### src/hw/acs_pkg.sv
// Shared constants and types of the converter calibration sequencer
package acs_pkg;

    // Bus geometry
    localparam int ACS_ADDR_W = 8;
    localparam int ACS_DATA_W = 32;
    localparam int ACS_RES_W = 14;
    localparam int ACS_SEL_W = 5;
    localparam int ACS_NUM_CH = 3;

    // Register indices; byte address is four times the index
    localparam logic [5:0] ACS_IDX_STATUS = 6'h00;
    localparam logic [5:0] ACS_IDX_CONFIG = 6'h01;
    localparam logic [5:0] ACS_IDX_CALCTL = 6'h02;
    localparam logic [5:0] ACS_IDX_CH1_CTL = 6'h06;
    localparam logic [5:0] ACS_IDX_CH1_LOW = 6'h07;
    localparam logic [5:0] ACS_IDX_CH1_HIGH = 6'h08;
    localparam logic [5:0] ACS_IDX_CH2_CTL = 6'h09;
    localparam logic [5:0] ACS_IDX_CH2_LOW = 6'h0a;
    localparam logic [5:0] ACS_IDX_CH2_HIGH = 6'h0b;
    localparam logic [5:0] ACS_IDX_CH3_CTL = 6'h0c;
    localparam logic [5:0] ACS_IDX_CH3_LOW = 6'h0d;
    localparam logic [5:0] ACS_IDX_CH3_HIGH = 6'h0e;
    localparam logic [5:0] ACS_IDX_OFFSET_CAL_LOW = 6'h14;
    localparam logic [5:0] ACS_IDX_OFFSET_CAL_HIGH = 6'h15;
    localparam logic [5:0] ACS_IDX_GAIN_ERROR_CAL_LOW = 6'h1c;
    localparam logic [5:0] ACS_IDX_GAIN_ERROR_CAL_HIGH = 6'h1d;
    localparam logic [5:0] ACS_IDX_IRQ_STATUS = 6'h20;
    localparam logic [5:0] ACS_IDX_IRQ_MASK = 6'h21;

    // Field positions
    localparam int ACS_BIT_ANALOG_INIT = 0;
    localparam int ACS_BIT_CONV_ENABLE = 0;
    localparam int ACS_BIT_FILTER_ENABLE = 1;
    localparam int ACS_BIT_OFFSET_CAL_EN = 0;
    localparam int ACS_BIT_GAIN_CAL_EN = 1;
    localparam int ACS_BIT_GAIN_VALID = 6;
    localparam int ACS_BIT_OFFSET_VALID = 7;
    localparam int ACS_BIT_CH_VALID = 7;
    localparam int ACS_BIT_CH_INT_EN = 5;
    localparam int ACS_LSB_LOW = 0;
    localparam int ACS_LSB_HIGH = 8;
    localparam int ACS_HIGH_W = 6;

    // Interrupt status bits: offset, gain, channel 1..3
    localparam int ACS_IRQ_W = 5;
    localparam int ACS_IRQ_OFFSET = 0;
    localparam int ACS_IRQ_GAIN = 1;
    localparam int ACS_IRQ_CH0 = 2;

    // Reset values
    localparam logic [ACS_SEL_W-1:0] ACS_SEL_RESET = 5'h1f;
    localparam logic [ACS_SEL_W-1:0] ACS_SEL_DISABLED = 5'h1f;
    localparam logic [ACS_IRQ_W-1:0] ACS_MASK_RESET = 5'h00;

    // Timing: 100 MHz clock, 1 us converter tick, 20 us per conversion
    localparam int ACS_CLK_PERIOD_NS = 10;
    localparam int ACS_TICK_NS = 1000;
    localparam int ACS_CONV_TIME_US = 20;
    localparam int ACS_TICK_DIV = ACS_TICK_NS / ACS_CLK_PERIOD_NS;
    localparam int ACS_CONV_TICKS = ACS_CONV_TIME_US * 1000 / ACS_TICK_NS;

    // Bus responses
    localparam logic [1:0] ACS_RESP_OKAY = 2'b00;
    localparam logic [1:0] ACS_RESP_SLVERR = 2'b10;

    // Converter job kinds as seen by the analogue front end
    typedef enum logic [1:0] {
        ACS_MODE_CHANNEL = 2'b00,
        ACS_MODE_OFFSET = 2'b01,
        ACS_MODE_GAIN = 2'b10
    } acs_mode_t;

    // Sequencer states
    typedef enum logic [1:0] {
        ACS_SEQ_IDLE = 2'b01,
        ACS_SEQ_BUSY = 2'b10
    } acs_seq_t;

endpackage : acs_pkg

### src/hw/acs_conv_engine.sv
// Conversion timer that drives the analogue front end and captures its code
`timescale 1ns/1ps
module acs_conv_engine (
    // Clock and reset
    input wire logic clk_sys,
    input wire logic rst_n,
    // Job request from the sequencer
    input wire logic start,
    input wire logic run,
    input wire acs_pkg::acs_mode_t mode,
    input wire logic [acs_pkg::ACS_SEL_W-1:0] sel,
    // Job completion
    output logic done,
    output logic [acs_pkg::ACS_RES_W-1:0] result,
    // Analogue front end
    output logic afe_convert,
    output acs_pkg::acs_mode_t afe_mode,
    output logic [acs_pkg::ACS_SEL_W-1:0] afe_select,
    input wire logic [acs_pkg::ACS_RES_W-1:0] afe_data
);
    import acs_pkg::*;

    typedef enum logic [1:0] {
        ACS_ENG_IDLE = 2'b01,
        ACS_ENG_RUN = 2'b10
    } acs_eng_t;

    typedef struct packed {
        acs_eng_t st;
        logic [6:0] div;
        logic [4:0] ticks;
        logic done;
        logic [ACS_RES_W-1:0] result;
        acs_mode_t mode;
        logic [ACS_SEL_W-1:0] sel;
    } acs_eng_state_t;

    acs_eng_state_t q, d;

    always_comb begin
        d = q;
        d.done = 1'b0;
        case (q.st)
            ACS_ENG_IDLE: begin
                d.div = '0;
                d.ticks = '0;
                if (start && run) begin
                    d.st = ACS_ENG_RUN;
                    d.mode = mode;
                    d.sel = sel;
                end
            end
            ACS_ENG_RUN: begin
                // Dropping the enable abandons the job so the front end powers down at once
                if (!run) begin
                    d.st = ACS_ENG_IDLE;
                end else if (q.div == 7'(ACS_TICK_DIV - 1)) begin
                    d.div = '0;
                    if (q.ticks == 5'(ACS_CONV_TICKS - 1)) begin
                        d.st = ACS_ENG_IDLE;
                        d.done = 1'b1;
                        d.result = afe_data;
                    end else begin
                        d.ticks = q.ticks + 5'd1;
                    end
                end else begin
                    d.div = q.div + 7'd1;
                end
            end
            default: d.st = ACS_ENG_IDLE;
        endcase
    end

    always_ff @(posedge clk_sys or negedge rst_n) begin
        if (!rst_n) begin
            q <= '{st: ACS_ENG_IDLE, mode: ACS_MODE_CHANNEL, sel: ACS_SEL_DISABLED, default: '0};
        end else begin
            q <= d;
        end
    end

    assign done = q.done;
    assign result = q.result;
    assign afe_convert = (q.st == ACS_ENG_RUN);
    assign afe_mode = q.mode;
    assign afe_select = q.sel;

endmodule : acs_conv_engine

### src/hw/acs_sequencer.sv
// Register file, calibration sequencing and result capture of the converter
//
// Our own choice: register access over AXI4-Lite.
`timescale 1ns/1ps

// What this block does
// Offset result readable at 0x14 and 0x15
// Gain-error result readable at 0x1c and 0x1d
// Software reads results then clears valid flag
// Software pulses analogue-init once after power-up
// Software sets filter enable during initialisation
// Offset calibration starts on enable plus converter enable
// Offset-valid flag set when offset result ready
// Gain calibration sets gain-valid flag when done
// Software clears converter enable after each job; the sequencer starts the next pending job while it stays set
// Software enables channel and sets input select
// Converter enable starts channel conversion
// Channel data-valid flag set on conversion finish
// Software calibrates results, skips repeat calibration
// Software maps threshold low boundary once
// High boundary is low boundary plus seven
// Valid flags sticky; no new result while set
module acs_sequencer (
    // Clock and reset
    input wire logic clk_sys,
    input wire logic rst_n,
    // AXI4-Lite write address and data
    input wire logic s_axi_awvalid,
    output logic s_axi_awready,
    input wire logic [acs_pkg::ACS_ADDR_W-1:0] s_axi_awaddr,
    input wire logic [2:0] s_axi_awprot,
    input wire logic s_axi_wvalid,
    output logic s_axi_wready,
    input wire logic [acs_pkg::ACS_DATA_W-1:0] s_axi_wdata,
    input wire logic [3:0] s_axi_wstrb,
    // AXI4-Lite write response
    output logic s_axi_bvalid,
    input wire logic s_axi_bready,
    output logic [1:0] s_axi_bresp,
    // AXI4-Lite read
    input wire logic s_axi_arvalid,
    output logic s_axi_arready,
    input wire logic [acs_pkg::ACS_ADDR_W-1:0] s_axi_araddr,
    input wire logic [2:0] s_axi_arprot,
    output logic s_axi_rvalid,
    input wire logic s_axi_rready,
    output logic [acs_pkg::ACS_DATA_W-1:0] s_axi_rdata,
    output logic [1:0] s_axi_rresp,
    // Interrupt
    output logic irq,
    // Analogue front end
    output logic afe_init,
    output logic afe_power,
    output logic afe_filter,
    output logic afe_convert,
    output acs_pkg::acs_mode_t afe_mode,
    output logic [acs_pkg::ACS_SEL_W-1:0] afe_select,
    input wire logic [acs_pkg::ACS_RES_W-1:0] afe_data
);
    import acs_pkg::*;

    typedef struct packed {
        logic aw_pend;
        logic [ACS_ADDR_W-1:0] aw_addr;
        logic w_pend;
        logic [7:0] w_data;
        logic w_lane0;
        logic bvalid;
        logic [1:0] bresp;
        logic rvalid;
        logic [ACS_DATA_W-1:0] rdata;
        logic [1:0] rresp;
        logic analog_init_bit;
        logic converter_enable;
        logic filter_enable;
        logic offset_cal_enable;
        logic gain_cal_enable;
        logic offset_valid_flag;
        logic gain_valid_flag;
        logic [ACS_RES_W-1:0] offset_cal_value;
        logic [ACS_RES_W-1:0] gain_error_value;
        logic [ACS_NUM_CH-1:0] channel_result_valid;
        logic [ACS_NUM_CH-1:0] ch_int_en;
        logic [ACS_NUM_CH-1:0][ACS_SEL_W-1:0] input_select;
        logic [ACS_NUM_CH-1:0][ACS_RES_W-1:0] ch_result;
        logic [ACS_IRQ_W-1:0] irq_sts;
        logic [ACS_IRQ_W-1:0] irq_mask;
        acs_seq_t st;
        logic [2:0] job;
    } acs_state_t;

    acs_state_t q, d;
    logic eng_start;
    logic eng_done;
    logic [ACS_RES_W-1:0] eng_result;
    acs_mode_t job_mode;
    logic [ACS_SEL_W-1:0] job_sel;

    localparam logic [5:0] CH_CTL_IDX [ACS_NUM_CH] = '{ACS_IDX_CH1_CTL, ACS_IDX_CH2_CTL, ACS_IDX_CH3_CTL};
    localparam logic [5:0] CH_LOW_IDX [ACS_NUM_CH] = '{ACS_IDX_CH1_LOW, ACS_IDX_CH2_LOW, ACS_IDX_CH3_LOW};
    localparam logic [5:0] CH_HIGH_IDX [ACS_NUM_CH] = '{ACS_IDX_CH1_HIGH, ACS_IDX_CH2_HIGH, ACS_IDX_CH3_HIGH};

    // Answers hit, and data for a readable word; unmapped words read zero
    function automatic logic [8:0] read_word(input acs_state_t s, input logic [ACS_ADDR_W-1:0] addr);
        logic [5:0] idx;
        logic [8:0] r;
        idx = addr[ACS_ADDR_W-1:2];
        r = '0;
        if (addr[1:0] != 2'b00) begin
            r = '0;
        end else if (idx == ACS_IDX_STATUS) begin
            r = {1'b1, 7'h00, s.analog_init_bit};
        end else if (idx == ACS_IDX_CONFIG) begin
            r = {1'b1, 6'h00, s.filter_enable, s.converter_enable};
        end else if (idx == ACS_IDX_CALCTL) begin
            r = {1'b1, s.offset_valid_flag, s.gain_valid_flag, 4'h0, s.gain_cal_enable, s.offset_cal_enable};
        // offset result words
        end else if (idx == ACS_IDX_OFFSET_CAL_LOW) begin
            r = {1'b1, s.offset_cal_value[ACS_LSB_HIGH-1:ACS_LSB_LOW]};
        end else if (idx == ACS_IDX_OFFSET_CAL_HIGH) begin
            r = {1'b1, 2'b00, s.offset_cal_value[ACS_RES_W-1:ACS_LSB_HIGH]};
        // gain-error result words
        end else if (idx == ACS_IDX_GAIN_ERROR_CAL_LOW) begin
            r = {1'b1, s.gain_error_value[ACS_LSB_HIGH-1:ACS_LSB_LOW]};
        end else if (idx == ACS_IDX_GAIN_ERROR_CAL_HIGH) begin
            r = {1'b1, 2'b00, s.gain_error_value[ACS_RES_W-1:ACS_LSB_HIGH]};
        end else if (idx == ACS_IDX_IRQ_STATUS) begin
            r = {1'b1, 3'b000, s.irq_sts};
        end else if (idx == ACS_IDX_IRQ_MASK) begin
            r = {1'b1, 3'b000, s.irq_mask};
        end else begin
            for (int i = 0; i < ACS_NUM_CH; i++) begin
                if (idx == CH_CTL_IDX[i]) begin
                    r = {1'b1, s.channel_result_valid[i], 1'b0, s.ch_int_en[i], s.input_select[i]};
                end else if (idx == CH_LOW_IDX[i]) begin
                    r = {1'b1, s.ch_result[i][ACS_LSB_HIGH-1:ACS_LSB_LOW]};
                end else if (idx == CH_HIGH_IDX[i]) begin
                    r = {1'b1, 2'b00, s.ch_result[i][ACS_RES_W-1:ACS_LSB_HIGH]};
                end
            end
        end
        return r;
    endfunction : read_word

    always_comb begin
        logic [5:0] widx;
        logic wr;
        logic [8:0] rw;
        logic [8:0] ww;
        logic picked;
        d = q;
        widx = q.aw_addr[ACS_ADDR_W-1:2];
        wr = q.aw_pend && q.w_pend && !q.bvalid;
        rw = read_word(q, s_axi_araddr);
        ww = read_word(q, q.aw_addr);
        picked = 1'b0;
        eng_start = 1'b0;

        // Address and data are taken independently and paired here
        if (s_axi_awvalid && !q.aw_pend) begin
            d.aw_pend = 1'b1;
            d.aw_addr = s_axi_awaddr;
        end
        if (s_axi_wvalid && !q.w_pend) begin
            d.w_pend = 1'b1;
            d.w_data = s_axi_wdata[7:0];
            d.w_lane0 = s_axi_wstrb[0];
        end
        if (q.bvalid && s_axi_bready) begin
            d.bvalid = 1'b0;
        end
        if (wr) begin
            d.aw_pend = 1'b0;
            d.w_pend = 1'b0;
            d.bvalid = 1'b1;
            d.bresp = ww[8] ? ACS_RESP_OKAY : ACS_RESP_SLVERR;
        end

        // Writes; flag clears land first so that a same-cycle set below wins
        if (wr && q.w_lane0 && ww[8]) begin
            if (widx == ACS_IDX_STATUS) begin
                d.analog_init_bit = q.w_data[ACS_BIT_ANALOG_INIT];
            end else if (widx == ACS_IDX_CONFIG) begin
                d.converter_enable = q.w_data[ACS_BIT_CONV_ENABLE];
                d.filter_enable = q.w_data[ACS_BIT_FILTER_ENABLE];
            end else if (widx == ACS_IDX_CALCTL) begin
                d.offset_cal_enable = q.w_data[ACS_BIT_OFFSET_CAL_EN];
                d.gain_cal_enable = q.w_data[ACS_BIT_GAIN_CAL_EN];
                // flags leave only on a write of one
                d.offset_valid_flag = q.offset_valid_flag & ~q.w_data[ACS_BIT_OFFSET_VALID];
                d.gain_valid_flag = q.gain_valid_flag & ~q.w_data[ACS_BIT_GAIN_VALID];
            end else if (widx == ACS_IDX_IRQ_STATUS) begin
                d.irq_sts = q.irq_sts & ~q.w_data[ACS_IRQ_W-1:0];
            end else if (widx == ACS_IDX_IRQ_MASK) begin
                d.irq_mask = q.w_data[ACS_IRQ_W-1:0];
            end else begin
                for (int i = 0; i < ACS_NUM_CH; i++) begin
                    if (widx == CH_CTL_IDX[i]) begin
                        d.input_select[i] = q.w_data[ACS_SEL_W-1:0];
                        d.ch_int_en[i] = q.w_data[ACS_BIT_CH_INT_EN];
                        d.channel_result_valid[i] = q.channel_result_valid[i] & ~q.w_data[ACS_BIT_CH_VALID];
                    end
                end
            end
        end

        // Read answer is registered; one read outstanding at a time
        if (s_axi_arvalid && !q.rvalid) begin
            d.rvalid = 1'b1;
            d.rdata = {24'h000000, rw[7:0]};
            d.rresp = rw[8] ? ACS_RESP_OKAY : ACS_RESP_SLVERR;
        end else if (q.rvalid && s_axi_rready) begin
            d.rvalid = 1'b0;
        end

        case (q.st)
            ACS_SEQ_IDLE: begin
                // offset job waits for both enables
                if (q.converter_enable && q.offset_cal_enable && !q.offset_valid_flag) begin
                    d.job = 3'd0;
                    picked = 1'b1;
                // gain job follows the offset
                end else if (q.converter_enable && q.gain_cal_enable && !q.gain_valid_flag) begin
                    d.job = 3'd1;
                    picked = 1'b1;
                end else if (q.converter_enable) begin
                    // a channel with a pending result is skipped
                    for (int i = ACS_NUM_CH - 1; i >= 0; i--) begin
                        if (q.input_select[i] != ACS_SEL_DISABLED && !q.channel_result_valid[i]) begin
                            d.job = 3'(i + 2);
                            picked = 1'b1;
                        end
                    end
                end
                if (picked) begin
                    eng_start = 1'b1;
                    d.st = ACS_SEQ_BUSY;
                end
            end
            ACS_SEQ_BUSY: begin
                if (!q.converter_enable) begin
                    d.st = ACS_SEQ_IDLE;
                end else if (eng_done) begin
                    d.st = ACS_SEQ_IDLE;
                    if (q.job == 3'd0) begin
                        // offset result with its valid flag
                        d.offset_cal_value = eng_result;
                        d.offset_valid_flag = 1'b1;
                        d.irq_sts[ACS_IRQ_OFFSET] = 1'b1;
                    end else if (q.job == 3'd1) begin
                        // gain result with its valid flag
                        d.gain_error_value = eng_result;
                        d.gain_valid_flag = 1'b1;
                        d.irq_sts[ACS_IRQ_GAIN] = 1'b1;
                    end else begin
                        for (int i = 0; i < ACS_NUM_CH; i++) begin
                            if (q.job == 3'(i + 2)) begin
                                // channel result with its valid flag
                                d.ch_result[i] = eng_result;
                                d.channel_result_valid[i] = 1'b1;
                                d.irq_sts[ACS_IRQ_CH0 + i] = 1'b1;
                            end
                        end
                    end
                end
            end
            default: d.st = ACS_SEQ_IDLE;
        endcase
    end

    // Front end job descriptors come from the state being entered
    always_comb begin
        job_mode = ACS_MODE_CHANNEL;
        job_sel = ACS_SEL_DISABLED;
        if (d.job == 3'd0) begin
            job_mode = ACS_MODE_OFFSET;
        end else if (d.job == 3'd1) begin
            job_mode = ACS_MODE_GAIN;
        end else begin
            for (int i = 0; i < ACS_NUM_CH; i++) begin
                if (d.job == 3'(i + 2)) begin
                    job_sel = q.input_select[i];
                end
            end
        end
    end

    always_ff @(posedge clk_sys or negedge rst_n) begin
        if (!rst_n) begin
            q <= '{st: ACS_SEQ_IDLE,
                   input_select: {ACS_NUM_CH{ACS_SEL_RESET}},
                   irq_mask: ACS_MASK_RESET,
                   default: '0};
        end else begin
            q <= d;
        end
    end

    // converter enable drives the conversion engine
    acs_conv_engine u_engine (
        .clk_sys(clk_sys),
        .rst_n(rst_n),
        .start(eng_start),
        .run(q.converter_enable),
        .mode(job_mode),
        .sel(job_sel),
        .done(eng_done),
        .result(eng_result),
        .afe_convert(afe_convert),
        .afe_mode(afe_mode),
        .afe_select(afe_select),
        .afe_data(afe_data)
    );

    assign s_axi_awready = !q.aw_pend;
    assign s_axi_wready = !q.w_pend;
    assign s_axi_bvalid = q.bvalid;
    assign s_axi_bresp = q.bresp;
    assign s_axi_arready = !q.rvalid;
    assign s_axi_rvalid = q.rvalid;
    assign s_axi_rdata = q.rdata;
    assign s_axi_rresp = q.rresp;
    assign irq = |(q.irq_sts & q.irq_mask);
    assign afe_init = q.analog_init_bit;
    assign afe_power = q.converter_enable;
    assign afe_filter = q.filter_enable;

endmodule : acs_sequencer

### config.mk
export PLATFORM = sky130hd
export DESIGN_NAME = acs_sequencer
export DESIGN_NICKNAME = d
export VERILOG_FILES = /design/src/hw/acs_pkg.sv /design/src/hw/acs_conv_engine.sv /design/src/hw/acs_sequencer.sv
export SDC_FILE = /design/constraint.sdc
export NUM_CORES = 1
export LEC_CHECK = 0
export ABC_CLOCK_PERIOD_IN_PS = 6200
export BUFFER_PORTS_ARGS = -buffer_cell sky130_fd_sc_hd__buf_2
export CORE_MARGIN = 5
export CORE_UTILIZATION = 60
export CTS_BUF_LIST = sky130_fd_sc_hd__clkbuf_16
export CTS_CLUSTER_SIZE = 24
export DETAILED_ROUTE_END_ITERATION = 8
export GPL_TIMING_DRIVEN = 0
export PLACE_DENSITY = 0.83
export REMOVE_ABC_BUFFERS = 1
export SLEW_MARGIN = 0
export SYNTH_ARGS = -nofsm -noshare
export SYNTH_HDL_FRONTEND = slang
export SYNTH_SLANG_ARGS = --single-unit
### constraint.sdc
create_clock -name clk_sys -period 6.2 [get_ports clk_sys]
set_input_delay 0 -clock clk_sys [delete_from_list [all_inputs] [get_ports clk_sys]]
set_output_delay 0 -clock clk_sys [all_outputs]
set_load 0.1 [all_outputs]
==> impl_metrics.yaml, run 1 <==
timing:
  finalWorstSetupSlack_ps: 3630
  rsz0062_at_grt: "false"
  period_needed_ps: 2570
  setup_viol: 0
  fmax_ghz: 0.389
  slew_headroom: 0.109
  min_period_over_period: 0.415
  fin_skew_ps: 12.9
  hold_ws_ps: 95.2
  fin_tns_setup_ps: 0
  tightest_slew_ps: 1330
  finalHoldViolCount: 0
  drv_slew: 0
min_path:
  min_path_type: "in2async"
detailed_routing:
  drc: 0
  firstDrtPassIters: 5
  first_iter_violations: 668
  via_per_inst: 6.24
  ant_nets: 0
  totalWireLength_um: 23800
  vias: 6921
  route.detailed.wl_per_inst_um: 21.4
critical_path:
  end_kind: "register"
  crit_type: "reg2reg"
  critPathMaxFanout: 17
  reg2reg_from: "afe_power"
  critPathLaunchType: "register"
  rrSetupSlack_ps: 3630
  worstPathArrival_ps: 2890
  worstPathRequired_ps: 6520
  ff2ff_path_depth: 3
  r2r-end: "q[79]"
finish:
  final_area_mm2: 0.0104
  seq_area_mm2: 0.00453
  fillCellCount: 1115
  syn2layout_area_growth_pct: 12.9
  nets: 989
  layout_commonest_cell: "dfrtp_1"
  final_cell_mix: "dfrtp_1 (158), mux2_2 (106), buf_2 (71), nor2_1 (56), nand2_1 (56)"
  multi_input_area_mm2: 0.00418
  final_layout_size_suffix_gt1_frac: 0.286
floorplan:
  io_pins: 132
  coreArea_mm2: 0.0151
  row_count: 45
  die_w_um: 134
  dieArea_mm2: 0.0179
  die_y_um: 134
  initial_core_util: 0.608
power_and_ir_drop:
  power_density_mw_per_mm2: 324
  leakagePower_nw: 4.86
  ir_worst_vdd_v: 0.000333
placement:
  gp_congestion: 1.01
  post_dp_cell_area_mm2: 0.00943
  dp_slack_ps: 3660
  port_buffers: 72
  dp_hpwl_um: 15900
run:
  maxCapViolations: 0
clock_network:
  cts_sinks: 180
  cts_root_buf: "clkbuf_16"
  clock_latency_ps: 430
  cts_tree: "yes"
  ctsResizeCount: 0
  h-tree-depth: 4
  cts.clk_slew.worst_paths_ps: 70
  cts_buffer_depth: 2
  cts_made_buffers: 17
outcome:
  status: "completed"
yosys:
  syn_avg_cell_area_um2: 11.1
  synth_warnings: 0
  synth-seq-area-share: 0.494
  synthArstFlopShare: 1.00
  synth_edf_count: 0
  synth_cells: 827
  yosysUniqueCellTypes: 84
  syn_area_mm2: 0.00917
  ys_ff_latch: 180
  synth_top_flop_cell: "dfrtp_1"
global_routing:
  antenna_found_initial: 0
  grt_pass1_vias: 6947
  grt_max_degree: 128
  grt-ovfl-total: 0
  grt_usage: 0.274
  grt_pass1_wl_um: 37900
## worst max-delay path, cell delays in order, from the launching register on
cell and delay (ps):
dfrtp_1 610, nand3_2 230, nor4b_4 1160, mux2_2 450
## Yosys cell counts, types with 15 or more instances
cell / n / area, um2
dfstp_2: 22 / 578
mux2_1: 22 / 248
nand2_1: 56 / 210
dfrtp_1: 158 / 3950
a21oi_1: 36 / 180
nor2b_1: 15 / 93.8
nor2_1: 57 / 214
o21ai_0: 28 / 140
buf_4: 45 / 338
inv_1: 20 / 75.1
mux2_2: 106 / 1190
nand3_1: 21 / 105
## through the flow
stage           util  power [W]  cells
2_1_floorplan      -    0.00210    780
3_3_place_gp   0.622    0.00229   1040
3_5_place_dp   0.625    0.00231   1041
4_1_cts        0.686    0.00336   1109
5_1_grt        0.686    0.00349   1109
6_report       0.686    0.00336   1110
## cell type report
class / count / share of cell area
Sequential cell: 180 / 0.438
Multi-Input combinational cell: 578 / 0.404
Timing Repair Buffer: 109 / 0.0733
Clock buffer: 17 / 0.0411
Tap cell: 188 / 0.0227
Clock inverter: 15 / 0.0129
Inverter: 22 / 0.00798
Antenna cell: 1 / 0.000242
## worst max path at each step
stage	startpoint	to	slack (ps)
final	afe_power	q[79]	3630
after global placement	rst_n	q[160]	2350
after global routing	afe_power	q[79]	3500
after detailed placement	afe_power	q[80]	3660
after CTS	afe_power	q[79]	3640
after floorplan	s_axi_rvalid	s_axi_rdata[2]	3120
## per-layer routing
| layer | GRT usage | part of all wire | vias to the layer above |
|---|---|---|---|
| li1 | - | - | 3102 |
| met1 | 0.373 | 0.41 | 3426 |
| met2 | 0.442 | 0.49 | 335 |
| met3 | 0.0457 | 0.074 | 58 |
| met4 | 0.106 | 0.029 | 0 |
| met5 | 0 | 0 | - |
## where the power goes
part | switching (W) | internal, W
combinational | 0.000609 | 0.000235
sequential | 0.000177 | 0.00131
clock | 0.000471 | 0.000558
## timing repair
item | CTS | global route
hold buffers | 36 | 0
hold endpoints to repair | 90 | 0
buffers inserted | 0 | 0
setup endpoints to repair | 0 | 0
## logic make-up after synthesis
family	count (synthesis)	synth area share
mux	136	0.166
buf+inv	94	0.0604
fa+ha+maj	2	0.00273
flops	180	0.494
compound gates	167	0.126
simple gates	241	0.144
other cells	1	0.000409
xor+xnor	6	0.00573
## state kept, by name, indices dropped and copies added, names as in the netlist
register             flops
q                      129
u_engine.q              14
u_engine.result         14
s_axi_rdata              8
u_engine.afe_select      5
u_engine.afe_mode        2
afe_filter               1
afe_init                 1
afe_power                1
s_axi_bresp              1
s_axi_bvalid             1
s_axi_rresp              1
s_axi_rvalid             1
u_engine.done            1
No activity file was read; power rests on OpenSTA's default activity.
==> inputs of run 2 (changes only) <==
Settings changed: ABC_CLOCK_PERIOD_IN_PS 6200 to 2500, CORE_UTILIZATION 60 to 58, PLACE_DENSITY 0.83 to 0.81.
Clock period 6.2 ns to 2.5 ns, I/O delays scaled along.
==> impl_metrics.yaml, run 2 (same netlist as run 1, synthesis figures left out) <==
outcome:
  status: "completed"
detailed_routing:
  drc: 0
  via_per_inst: 6.18
  route.detailed.wl_per_inst_um: 22.1
  firstDrtPassIters: 7
  ant_nets: 0
  totalWireLength_um: 25200
  first_iter_violations: 643
  vias: 7063
min_path:
  hold_start: "s_axi_arvalid"
  min_path_type: "in2reg"
  hold_end: "s_axi_rdata[7]"
  holdPathStages: 4
clock_network:
  cts.clk_slew.worst_paths_ps: 70
  cts_sinks: 180
  cts_tree: "yes"
  cts_made_buffers: 17
  h-tree-depth: 4
  clock_latency_ps: 450
  cts_buffer_depth: 2
  cts_root_buf: "clkbuf_16"
power_and_ir_drop:
  power_density_mw_per_mm2: 799
  p_seq_frac: 0.443
  intPower_w: 0.00512
  p_sw_w: 0.00323
  switching_share: 0.387
  ir_worst_vdd_v: 0.000499
  combPwrFrac: 0.255
  power_frac_clock: 0.302
  power_w: 0.00836
  leakagePower_nw: 4.86
global_routing:
  grt_usage: 0.279
  grt_pass1_wl_um: 39200
  grt-ovfl-total: 0
  grt_max_degree: 111
  grt_pass1_vias: 7083
  antenna_found_initial: 0
timing:
  setup_viol: 0
  finalHoldViolCount: 0
  min_period_over_period: 0.959
  rsz0062_at_grt: "false"
  slew_headroom: 0.319
  fmax_ghz: 0.417
  period_needed_ps: 2400
  drv_slew: 0
  fin_skew_ps: 13.9
  tightest_slew_ps: 1020
floorplan:
  row_count: 46
  die_w_um: 136
  io_pins: 132
  dieArea_mm2: 0.0184
  coreArea_mm2: 0.0157
  die_y_um: 136
  initial_core_util: 0.584
critical_path:
  startpoint: "afe_power"
  worstPathArrival_ps: 2710
  end_kind: "register"
  critPathBufInv: 0
  rrSetupSlack_ps: 100
  critPathLaunchType: "register"
  crit_type: "reg2reg"
  r2r-end: "q[55]"
  ff2ff_path_depth: 3
  cpMaxStageDelayCell: "or4b_1"
  critPathMaxFanout: 16
  cp_top_family: "simple AND/OR/NAND/NOR gates"
  worstPathRequired_ps: 2820
  max_stage_delay_ps: 960
  reg2reg_from: "afe_power"
  path_cells: "nand3_2 > or4b_1 > mux2_1"
placement:
  gp_congestion: 1.01
  port_buffers: 72
  dp_hpwl_um: 16700
  dp_cells: 1070
finish:
  fillCellCount: 1201
  nets: 993
  largest_reg_flops: 129
  seq_area_mm2: 0.00453
  final_cell_mix: "dfrtp_1 (158), mux2_2 (106), buf_2 (71), nor2_1 (56), nand2_1 (55)"
  layout_commonest_cell: "dfrtp_1"
  multi_input_area_mm2: 0.00420
  fin_cells: 1142
  top_register: "q"
  syn2layout_area_growth_pct: 14.0
  final_layout_size_suffix_gt1_frac: 0.292
run:
  maxCapViolations: 0
-- run 2: metrics by stage --
stage | hold WS [ps] | TNS [ps] | setup WS (ps) | utilization | area, um2
2_1_floorplan | -296 | -10330 | -584 | - | 8790
3_3_place_gp | 189 | -224460 | -1370 | 0.600 | 9420
3_5_place_dp | 115 | -330 | -27.6 | 0.603 | 9480
4_1_cts | 101 | 0 | 28.4 | 0.663 | 10400
5_1_grt | 99.3 | 0 | 14.3 | 0.665 | 10500
6_report | 90.2 | 0 | 103 | 0.665 | 10500
-- run 2: repair_timing --
action                                  in CTS  in global routing
hold endpoints to repair                   122                  0
setup buffers                                2                  1
endpoints found under the setup margin      15                 30
resized for setup                            1                  2
hold buffers                                36                  0
pin swaps                                    1                  1
-- run 2: how the worst max path moves through the flow --
stage / end / depth (start not counted)
2_1_floorplan: s_axi_rdata[2] / 7
3_3_place_gp: s_axi_bvalid / 1
3_5_place_dp: q[79] / 3
4_1_cts: q[100] / 3
5_1_grt: u_engine.result[8] / 5
6_report: q[55] / 3
-- run 2: layout make-up --
cell class / count / share of cell area
flip-flops and latches: 180 / 0.434
multi-input cells: 578 / 0.401
repair buffers: 113 / 0.0785
clock buffers: 17 / 0.0407
well taps: 216 / 0.0259
clock inverters: 15 / 0.0119
inverters: 22 / 0.00790
diodes: 1 / 0.000239
-- run 2: power groups by stage --
stage	combinational, W	sequential, W	clock, W
after floorplan	0.00108	0.00414	0
after global placement	0.00199	0.00369	0
after detailed placement	0.00203	0.00370	0
after CTS	0.00210	0.00366	0.00254
after global routing	0.00226	0.00373	0.00266
final	0.00213	0.00370	0.00252
-- run 2: worst min-delay path, delay by kind of cell --
| family | cells | cell delay, ps |
|---|---|---|
| buffers and inverters | 1 | 80 |
| AND/OR/NAND/NOR | 3 | 400 |
-- run 2: layer usage --
layer,GRT usage,up-vias,part of all wire
met4,0.117,0,0.038
met5,0,-,0
li1,-,3115,-
met2,0.449,330,0.48
met1,0.372,3542,0.41
met3,0.0568,76,0.072
==> inputs of run 3 (changes only) <==
Settings changed: CORE_MARGIN 5 to not set.
==> impl_metrics.yaml, run 3 (same netlist as run 1, synthesis figures left out) <==
outcome:
  status: "completed"
global_routing:
  grt_pass1_wl_um: 37500
  grt_usage: 0.309
  antenna_found_initial: 0
  grt_max_degree: 110
  grt_pass1_vias: 6867
  grt-ovfl-total: 0
critical_path:
  critPathLaunchType: "register"
  critPathMaxFanout: 13
  worstPathRequired_ps: 2850
  crit_type: "reg2reg"
  rrSetupSlack_ps: 100
  reg2reg_from: "s_axi_rvalid"
  r2r-end: "s_axi_rdata[4]"
  worstPathArrival_ps: 2740
  end_kind: "register"
  ff2ff_path_depth: 7
detailed_routing:
  first_iter_violations: 554
  via_per_inst: 6.19
  route.detailed.wl_per_inst_um: 21.0
  totalWireLength_um: 23900
  vias: 7031
  drc: 0
  firstDrtPassIters: 5
  ant_nets: 0
timing:
  tightest_slew_ps: 952
  finalWorstSetupSlack_ps: 103
  finalHoldViolCount: 0
  rsz0062_at_grt: "false"
  min_period_over_period: 0.959
  slew_headroom: 0.364
  drv_slew: 0
  setup_viol: 0
  fin_skew_ps: 11.5
  period_needed_ps: 2400
  fmax_ghz: 0.417
floorplan:
  io_pins: 132
  initial_core_util: 0.599
  die_y_um: 128
  die_w_um: 128
  dieArea_mm2: 0.0163
  coreArea_mm2: 0.0153
  row_count: 45
clock_network:
  cts_buffer_depth: 2
  cts_sinks: 180
  h-tree-depth: 4
  cts_made_buffers: 17
  cts_root_buf: "clkbuf_16"
  clock_latency_ps: 450
  cts_tree: "yes"
  cts.clk_slew.worst_paths_ps: 60
finish:
  fin_cells: 1135
  layout_commonest_cell: "dfrtp_1"
  fillCellCount: 1183
  largest_reg_flops: 129
  final_layout_size_suffix_gt1_frac: 0.288
  top_register: "q"
  final_cell_mix: "dfrtp_1 (158), mux2_2 (106), buf_2 (71), nor2_1 (56), nand2_1 (56)"
  nets: 992
  syn2layout_area_growth_pct: 13.8
  n_antenna_cell: 0
  final_area_mm2: 0.0104
min_path:
  hold_end: "s_axi_rresp[1]"
  holdPathStages: 4
  min_path_type: "in2reg"
  hold_start: "s_axi_araddr[0]"
placement:
  gp_congestion: 0.945
  dp_cells: 1064
  dp_slack_ps: -102
  dp_hpwl_um: 16000
  port_buffers: 72
  post_dp_cell_area_mm2: 0.00946
run:
  maxCapViolations: 0
power_and_ir_drop:
  leakagePower_nw: 4.88
  ir_worst_vdd_v: 0.000546
  power_density_mw_per_mm2: 794
[run 3: cell type report]
cell class	count	area, um2	share of cell area
Clock buffer	17	425	0.0407
Clock inverter	15	118	0.0113
Inverter	22	82.6	0.00791
Multi-Input combinational cell	578	4210	0.403
Sequential cell	180	4530	0.434
Tap cell	211	264	0.0253
Timing Repair Buffer	112	813	0.0779
[run 3: report_power, final]
| group | total, W | internal, W | switching, W |
|---|---|---|---|
| logic | 0.00210 | 0.000585 | 0.00151 |
| clock network | 0.00252 | 0.00136 | 0.00115 |
| registers | 0.00367 | 0.00324 | 0.000435 |
[run 3: worst max-delay path, cell delays in order, from the launching register on]
cell,delay (ps)
dfrtp_1,380
inv_1,80
nand2_1,360
or3_4,540
nor3_4,330
o21ai_0,200
a22o_1,220
a31oi_1,190
[run 3: worst max path at each step]
stage                            start              to  slack [ps]  cells after the start
after floorplan           s_axi_rvalid  s_axi_rdata[2]        -580                      7
after global placement           rst_n    s_axi_bvalid       -1360                      1
after detailed placement     afe_power           q[79]        -100                      3
after CTS                    afe_power          q[102]          20                      3
after global routing      s_axi_rvalid  s_axi_rdata[4]          70                      7
final                     s_axi_rvalid  s_axi_rdata[4]         100                      7
[run 3: through the flow]
stage / utilization / TNS, ps / hold slack (ps) / total power (W)
floorplan: - / -10330 / -296 / 0.00521
global placement: 0.615 / -222490 / 185 / 0.00567
detailed placement: 0.618 / -1260 / 7.23 / 0.00572
CTS: 0.678 / 0 / 114 / 0.00826
global route: 0.682 / 0 / 58.9 / 0.00859
finish: 0.682 / 0 / 35.4 / 0.00829
[run 3: metal layers]
layer  GRT usage  routed length [um]
met4       0.140                 798
met1       0.415               10100
met3      0.0543                1720
met5           0                   0
met2       0.492               11300
[run 3: timing repair]
action | 4_1_cts | 5_1_grt
endpoints found under the setup margin | 15 | 50
pin swaps | 1 | 1
resized for setup | 1 | 4
hold buffers | 36 | 0
setup buffers | 1 | 1
endpoints found under the hold margin | 106 | 0
